**src/verilog/rtci_consts.svh**
```systemverilog
`ifndef RTCI_CONSTS_SVH
`define RTCI_CONSTS_SVH

// Register indices on the host port
`define RTCI_IDX_CMD 4'h3
`define RTCI_IDX_PTR 4'h4
`define RTCI_IDX_BASE 4'h5
`define RTCI_IDX_PEND 4'h6
`define RTCI_IDX_ENABLE 4'hF

`define RTCI_ZERO16 16'h0000
`define RTCI_BASE_RESET 16'h0200
`define RTCI_BASE_MASK 16'h7E00

// Pending register layout
`define RTCI_PEND_MSG_MASK 16'hE500
`define RTCI_PEND_HW_MASK 16'h00FF
`define RTCI_PEND_UNUSED_MASK 16'h1A00
`define RTCI_BIT_IXZ 15
`define RTCI_BIT_ACC 14
`define RTCI_BIT_BRX 13
`define RTCI_BIT_MESSAGE_ERROR_IRQ 10
`define RTCI_BIT_ILLEGAL_COMMAND_IRQ 8
`define RTCI_HW_HI 7
`define RTCI_HW_LO 0

// Timing
`define RTCI_CLK_PERIOD_NS 25
`define RTCI_UPDATE_DELAY_NS 5000
`define RTCI_UPDATE_CYCLES ((`RTCI_UPDATE_DELAY_NS + `RTCI_CLK_PERIOD_NS - 1) / `RTCI_CLK_PERIOD_NS)

`endif

```
**src/verilog/rtci_pkg.sv**
```systemverilog
package rtci_pkg;

  typedef logic [15:0] rtci_word_t;

  typedef struct packed {
    rtci_word_t captured_command_word;
    rtci_word_t control_word_pointer;
    rtci_word_t descriptor_table_base;
    rtci_word_t pending_interrupts;
    rtci_word_t interrupt_enable;
    rtci_word_t staged_command;
    rtci_word_t staged_pointer;
    logic active_prev;
    rtci_word_t rd_data;
    logic message_irq;
    logic hardware_irq;
    logic log_write;
    rtci_word_t log_entry;
  } rtci_state_t;

endpackage : rtci_pkg

```
**src/verilog/rtci_regs.sv**
```systemverilog
// Added by the designer: strobed register access.
`include "rtci_consts.svh"

module rtci_regs
  import rtci_pkg::*;
#(
  parameter int UPDATE_CYCLES = `RTCI_UPDATE_CYCLES
)
(
  input wire logic clk_in,
  input wire logic reset_n_in,
  input wire logic soft_reset_in,
  input wire logic [3:0] reg_addr_in,
  input wire logic [15:0] reg_wdata_in,
  input wire logic reg_wr_in,
  input wire logic reg_rd_in,
  output logic [15:0] reg_rdata_out,
  input wire logic active_in,
  input wire logic [15:0] command_word_in,
  input wire logic [15:0] control_word_addr_in,
  input wire logic index_zero_evt_in,
  input wire logic index_zero_allow_in,
  input wire logic accessed_evt_in,
  input wire logic accessed_allow_in,
  input wire logic broadcast_evt_in,
  input wire logic broadcast_allow_in,
  input wire logic message_error_evt_in,
  input wire logic illegal_command_evt_in,
  input wire logic [7:0] hw_evt_in,
  output logic [15:0] descriptor_table_base_out,
  output logic message_irq_out,
  output logic hardware_irq_out,
  output logic log_write_out,
  output logic [15:0] log_entry_out
);

  localparam int UPD = UPDATE_CYCLES;

  rtci_state_t state;
  rtci_state_t next_state;
  logic active_rise;
  logic commit;
  rtci_word_t raw_events;
  rtci_word_t gated_events;
  rtci_word_t pend_after_read;
  logic rd_pend;

  assign active_rise = active_in && !state.active_prev;
  assign rd_pend = reg_rd_in && (reg_addr_in == `RTCI_IDX_PEND);

  // Times the wait from transaction start to register update
  rtci_delay #(
    .CYCLES(UPDATE_CYCLES)
  ) u_update_delay (
    .clk_in(clk_in),
    .reset_n_in(reset_n_in),
    .start_in(active_rise),
    .done_out(commit)
  );

  // Event vector in pending layout, unused bits stay zero
  always_comb
  begin
    raw_events = `RTCI_ZERO16;
    raw_events[`RTCI_BIT_IXZ] = index_zero_evt_in && index_zero_allow_in;
    raw_events[`RTCI_BIT_ACC] = accessed_evt_in && accessed_allow_in;
    raw_events[`RTCI_BIT_BRX] = broadcast_evt_in && broadcast_allow_in;
    raw_events[`RTCI_BIT_MESSAGE_ERROR_IRQ] = message_error_evt_in;
    raw_events[`RTCI_BIT_ILLEGAL_COMMAND_IRQ] = illegal_command_evt_in;
    raw_events[`RTCI_HW_HI:`RTCI_HW_LO] = hw_evt_in;
  end

  assign gated_events = raw_events & state.interrupt_enable;

  always_comb
  begin
    next_state = state;
    next_state.active_prev = active_in;
    next_state.log_write = 1'b0;
    next_state.log_entry = state.log_entry;
    if (active_rise)
    begin
      next_state.staged_command = command_word_in;
      next_state.staged_pointer = control_word_addr_in;
    end
    if (commit)
    begin
      next_state.captured_command_word = state.staged_command;
      next_state.control_word_pointer = state.staged_pointer;
    end
    if (reg_wr_in && (reg_addr_in == `RTCI_IDX_BASE))
    begin
      next_state.descriptor_table_base = reg_wdata_in & `RTCI_BASE_MASK;
    end
    if (reg_wr_in && (reg_addr_in == `RTCI_IDX_ENABLE))
    begin
      next_state.interrupt_enable = reg_wdata_in & ~`RTCI_PEND_UNUSED_MASK;
    end
    // Soft reset touches only the base register
    if (soft_reset_in)
    begin
      next_state.descriptor_table_base = `RTCI_BASE_RESET;
    end
    // A new event in the read cycle survives the clear
    pend_after_read = rd_pend ? `RTCI_ZERO16 : state.pending_interrupts;
    next_state.pending_interrupts = (pend_after_read | gated_events) & ~`RTCI_PEND_UNUSED_MASK;
    if (gated_events != `RTCI_ZERO16)
    begin
      next_state.log_write = 1'b1;
      next_state.log_entry = gated_events;
    end
    next_state.message_irq = |(next_state.pending_interrupts & next_state.interrupt_enable & `RTCI_PEND_MSG_MASK);
    next_state.hardware_irq = |(next_state.pending_interrupts & next_state.interrupt_enable & `RTCI_PEND_HW_MASK);
    next_state.rd_data = `RTCI_ZERO16;
    if (reg_rd_in)
    begin
      unique case (reg_addr_in)
        `RTCI_IDX_CMD: next_state.rd_data = state.captured_command_word;
        `RTCI_IDX_PTR: next_state.rd_data = state.control_word_pointer;
        `RTCI_IDX_BASE: next_state.rd_data = state.descriptor_table_base;
        `RTCI_IDX_PEND: next_state.rd_data = state.pending_interrupts;
        `RTCI_IDX_ENABLE: next_state.rd_data = state.interrupt_enable;
        default: next_state.rd_data = `RTCI_ZERO16;
      endcase
    end
  end

  always_ff @(posedge clk_in or negedge reset_n_in)
  begin
    if (!reset_n_in)
    begin
      state <= '0;
      state.descriptor_table_base <= `RTCI_BASE_RESET;
    end
    else
    begin
      state <= next_state;
    end
  end

  assign reg_rdata_out = state.rd_data;
  assign descriptor_table_base_out = state.descriptor_table_base;
  assign message_irq_out = state.message_irq;
  assign hardware_irq_out = state.hardware_irq;
  assign log_write_out = state.log_write;
  assign log_entry_out = state.log_entry;

  // Cycles since the last transaction start, for checking only
  logic [15:0] since_rise;
  logic seen_rise;

  always_ff @(posedge clk_in or negedge reset_n_in)
  begin
    if (!reset_n_in)
    begin
      since_rise <= 16'h0000;
      seen_rise <= 1'b0;
    end
    else if (active_rise)
    begin
      since_rise <= 16'h0000;
      seen_rise <= 1'b1;
    end
    else if (since_rise != 16'hFFFF)
    begin
      since_rise <= since_rise + 16'h0001;
    end
  end
endmodule : rtci_regs

```
**src/verilog/rtci_delay.sv**
```systemverilog
`include "rtci_consts.svh"

module rtci_delay
  import rtci_pkg::*;
#(
  parameter int CYCLES = `RTCI_UPDATE_CYCLES
)
(
  input wire logic clk_in,
  input wire logic reset_n_in,
  input wire logic start_in,
  output logic done_out
);

  localparam int CW = $clog2(CYCLES + 1);

  typedef struct packed {
    logic [CW-1:0] count;
  } rtci_delay_state_t;

  rtci_delay_state_t state;
  rtci_delay_state_t next_state;

  // Restart discards a wait already running
  always_comb
  begin
    next_state = state;
    if (start_in)
    begin
      next_state.count = CW'(CYCLES - 1);
    end
    else if (state.count != '0)
    begin
      next_state.count = state.count - CW'(1);
    end
  end

  assign done_out = (state.count == CW'(1)) && !start_in;

  always_ff @(posedge clk_in or negedge reset_n_in)
  begin
    if (!reset_n_in)
    begin
      state <= '0;
    end
    else
    begin
      state <= next_state;
    end
  end

endmodule : rtci_delay

```
**config.mk**
```make
export PLATFORM = sky130hd
export DESIGN_NAME = rtci_regs
export DESIGN_NICKNAME = d
export VERILOG_FILES = /design/src/verilog/rtci_pkg.sv /design/src/verilog/rtci_regs.sv /design/src/verilog/rtci_delay.sv
export VERILOG_INCLUDE_DIRS = /design/src /design/src/verilog
export SDC_FILE = /design/constraint.sdc
export NUM_CORES = 1
export LEC_CHECK = 0
export BUFFER_PORTS_ARGS = -buffer_cell sky130_fd_sc_hd__buf_2
export CELL_PAD_IN_SITES_DETAIL_PLACEMENT = 0
export CELL_PAD_IN_SITES_GLOBAL_PLACEMENT = 1
export CORE_ASPECT_RATIO = 1.75
export CORE_MARGIN = 4
export CORE_UTILIZATION = 44
export CTS_BUF_LIST = sky130_fd_sc_hd__clkbuf_8
export DETAILED_ROUTE_END_ITERATION = 10
export HOLD_SLACK_MARGIN = 0.06
export PLACE_DENSITY = 0.92
export SETUP_SLACK_MARGIN = 0.5
export SYNTH_ARGS = -nofsm -noshare
export SYNTH_HDL_FRONTEND = slang
export SYNTH_SLANG_ARGS = --single-unit
```
**constraint.sdc**
```tcl
create_clock -name clk_in -period 1.9 [get_ports clk_in]
set_input_delay 0.475 -clock clk_in [delete_from_list [all_inputs] [get_ports clk_in]]
set_output_delay 0.475 -clock clk_in [all_outputs]
set_load 0.01 [all_outputs]
```
==> metrics.txt <==
part of the power in the clock network=32.9%; P per Cell Area=946.6 mW/mm2; top achievable clock speed=0.5792 GHz; type of origin of the critical path=flop; period utilization=about nine tenths; type of the setup path with the least slack=reg2reg; Via-to-Cell Ratio=5.329; Reg clk slew, reported paths=0.08 ns; Data required, critical path=2.28 ns; total number of vias=4,695; post-detailed-placement half-perimeter wirelength=11.04 mm; Synth Flop Type=sky130_fd_sc_hd__dfrtp_1; iteration count of the initial detailed-routing pass=7; Internal Power=~5400 uW; area leader, netlist=sky130_fd_sc_hd__dfrtp_1; number of library cell types mapped by synthesis=51; boundary pin count=~130; result of the run=completed; Max Fanout on Critical Path=11; most numerous cell in the Yosys netlist=sky130_fd_sc_hd__dfrtp_1; maximum root-to-sink buffer count=2; switching power of the nets=2169 uW; antenna violations before repair=0; TritonCTS clock tree=done; antenna cell count=0; total setup violations reported at the end of the flow=0; final instance count without filler cells=881; Die Footprint=0.01551 mm2; Final WS setup=0.1733 ns; std cell rows=56; top-area cell type share of the netlist area=~57%; Pins Over Slew Limit=0; floorplan die height=161.8 um; type of the tightest min-delay check=in2reg; final antenna-violating net count=0; pin count of the biggest net entering global routing=44; clock sink total=137; Placer Congestion=between 0.8 and 0.9; fraction of power spent switching nets=28.72%; most frequent cells after synthesis=136 x sky130_fd_sc_hd__dfrtp_1, 123 x sky130_fd_sc_hd__nand2_1, 49 x sky130_fd_sc_hd__buf_4; number of enable flip-flop cells after synthesis=0; number of nets in the finished design=771; post-synthesis register bit count=around 140; cell types with the largest area share after synthesis=sky130_fd_sc_hd__dfrtp_1 57%, sky130_fd_sc_hd__mux2_2 8.0%, sky130_fd_sc_hd__nand2_1 7.8%, sky130_fd_sc_hd__buf_4 6.2%, sky130_fd_sc_hd__a22o_1 2.9%; via count of the first global-routing pass=4,982; worst endpoint data arrival time=2.11 ns; DRC violation total after the first TritonRoute iteration=284; setup repair after global routing missed its margin=yes; total standard cell area after synthesis=around 0.0059 mm2; overall overflow remaining after global route=0; FFs w/ async S/R, synth=100.0%; core area=roughly 0.013 mm2; Root Buffer=sky130_fd_sc_hd__clkbuf_8; worst hold slack=0.1576 ns; GRT Resource Usage Total=about a fifth; number of placed instances, taps included=799; maximum vdd ir drop=0.4517 mV; Tot Pwr=7554 uW; number of buffers added on ports=111; Max-cap violations=0; fraction of layout instances using a drive strength above 1=a little under half; clk_skew=0.01057 ns; Horiz. Die Dim=95.88 um; critical path capture point type=flop; Max H-tree Level=4; clock latency on the worst-skew pair=0.44 ns; global-route wire length before repair=24.23 mm; starting utilization of the core area=44.66%; Finished Core Util=59.94%; post-DR wirelength/cell=18.12 um; P&R area growth vs syn=34.22%; hold violation total from the final report=0; combinational group share of total power=20.3%; sequential-to-total area share from yosys stat=57.68%; clock buffers created by TritonCTS=17; wirelength, routed=15.97 mm; leakage power=0.004037 uW; fraction of power consumed by sequential logic=roughly 47%; count of unresolved DRC violations after routing=0; Setup WS pre-CTS=-0.2370 ns; number of warnings issued by yosys=0; Synth Area per Inst=11.37 um2; minimum clock period=about 1.7 ns; gate count after technology mapping=523
==> power groups by stage <==
stage          clock [uW]  combinational [uW]  sequential, uW
2_1_floorplan           0                 713            3510
3_3_place_gp            0                1110            3550
6_report             2490                1530            3540
3_5_place_dp            0                1160            3570
5_1_grt              2670                1650            3570
4_1_cts              2530                1370            3510
==> layout make-up <==
| cell class | count | area, um2 |
|---|---|---|
| Clock inverter | 14 | 172.7 |
| Fill cell | 1037 | 5333 |
| Clock buffer | 18 | 247.7 |
| Tap cell | 174 | 217.7 |
| Multi-Input combinational cell | 324 | 2359 |
| Timing Repair Buffer | 210 | 1535 |
| Sequential cell | 137 | 3433 |
| Inverter | 4 | 15.01 |
==> stage by stage <==
stage               instance area [um2]  setup TNS (ns)
detailed placement                 6865          -1.294
CTS                                7641               0
floorplan                          6161               0
global route                       7980               0
global placement                   6865         -0.5282
finish                             7980               0
==> cell families after synthesis <==
logic type	synth area share [%]
compound gates	12.88
xor+xnor	0.5893
fa+ha+maj	0.6314
buf+inv	8.060
flops	57.68
mux	8.712
other cells	0.06307
simple gates	11.38
==> registers in the layout, indices dropped and copies added, names as in the netlist <==
signal	count
descriptor_table_base_out	6
hardware_irq_out	1
log_entry_out	13
log_write_out	1
message_irq_out	1
reg_rdata_out	16
state	91
u_update_delay.state	8
==> worst max-delay path, cell delays in order, from the launching register on <==
cell,delay (ns)
sky130_fd_sc_hd__dfrtp_1,0.39
sky130_fd_sc_hd__a222oi_1,0.32
sky130_fd_sc_hd__nand3_1,0.13
sky130_fd_sc_hd__nor4_2,0.18
sky130_fd_sc_hd__buf_4,0.16
sky130_fd_sc_hd__a21boi_4,0.20
sky130_fd_sc_hd__buf_12,0.15
sky130_fd_sc_hd__a22o_1,0.13
==> per-layer routing <==
metal | GRT usage [%] | routed length [um] | part of all wire [%]
met1 | 21.88 | 5770 | 36
met2 | 35.38 | 8812 | 55
met3 | 4.078 | 780 | 4.9
met4 | 11.98 | 604 | 3.8
met5 | 0 | 0 | 0
==> what timing repair did <==
item | in CTS | in global routing
resized for setup | 35 | 28
hold endpoints to repair | 22 | 0
setup buffers | 28 | 18
hold buffers | 1 | 0
cloned | 0 | 3
setup endpoints to repair | 110 | 112
pin swaps | 19 | 27
==> worst paths after layout <==
| kind | startpoint | endpoint | slack [ns] | depth (start not counted) |
|---|---|---|---|---|
| min in group asynchronous | reset_n_in | state[134] | 0.45 | 2 |
| setup / recovery | state[74] | log_entry_out[0] | 0.17 | 7 |
| hold / removal | active_in | state[35] | 0.16 | 1 |
| setup reg to reg | state[74] | log_entry_out[0] | 0.17 | 7 |
| hold reg to reg | state[44] | state[44] | 0.48 | 2 |
| max in group asynchronous | reset_n_in | descriptor_table_base_out[9] | 0.88 | 3 |
==> placed cells by master (no fill, tap or decap), drive strengths merged, types with 9 or more instances in the layout <==
cell type	netlist	routed
nand3	9	9
dfrtp	136	136
a22oi	9	9
a22o	20	20
a21oi	25	25
mux2	45	45
conb	1	13
buf	54	207
a222oi	14	14
clkbuf	16	20
nand2	125	125
Power figures use the tool's default switching activity.
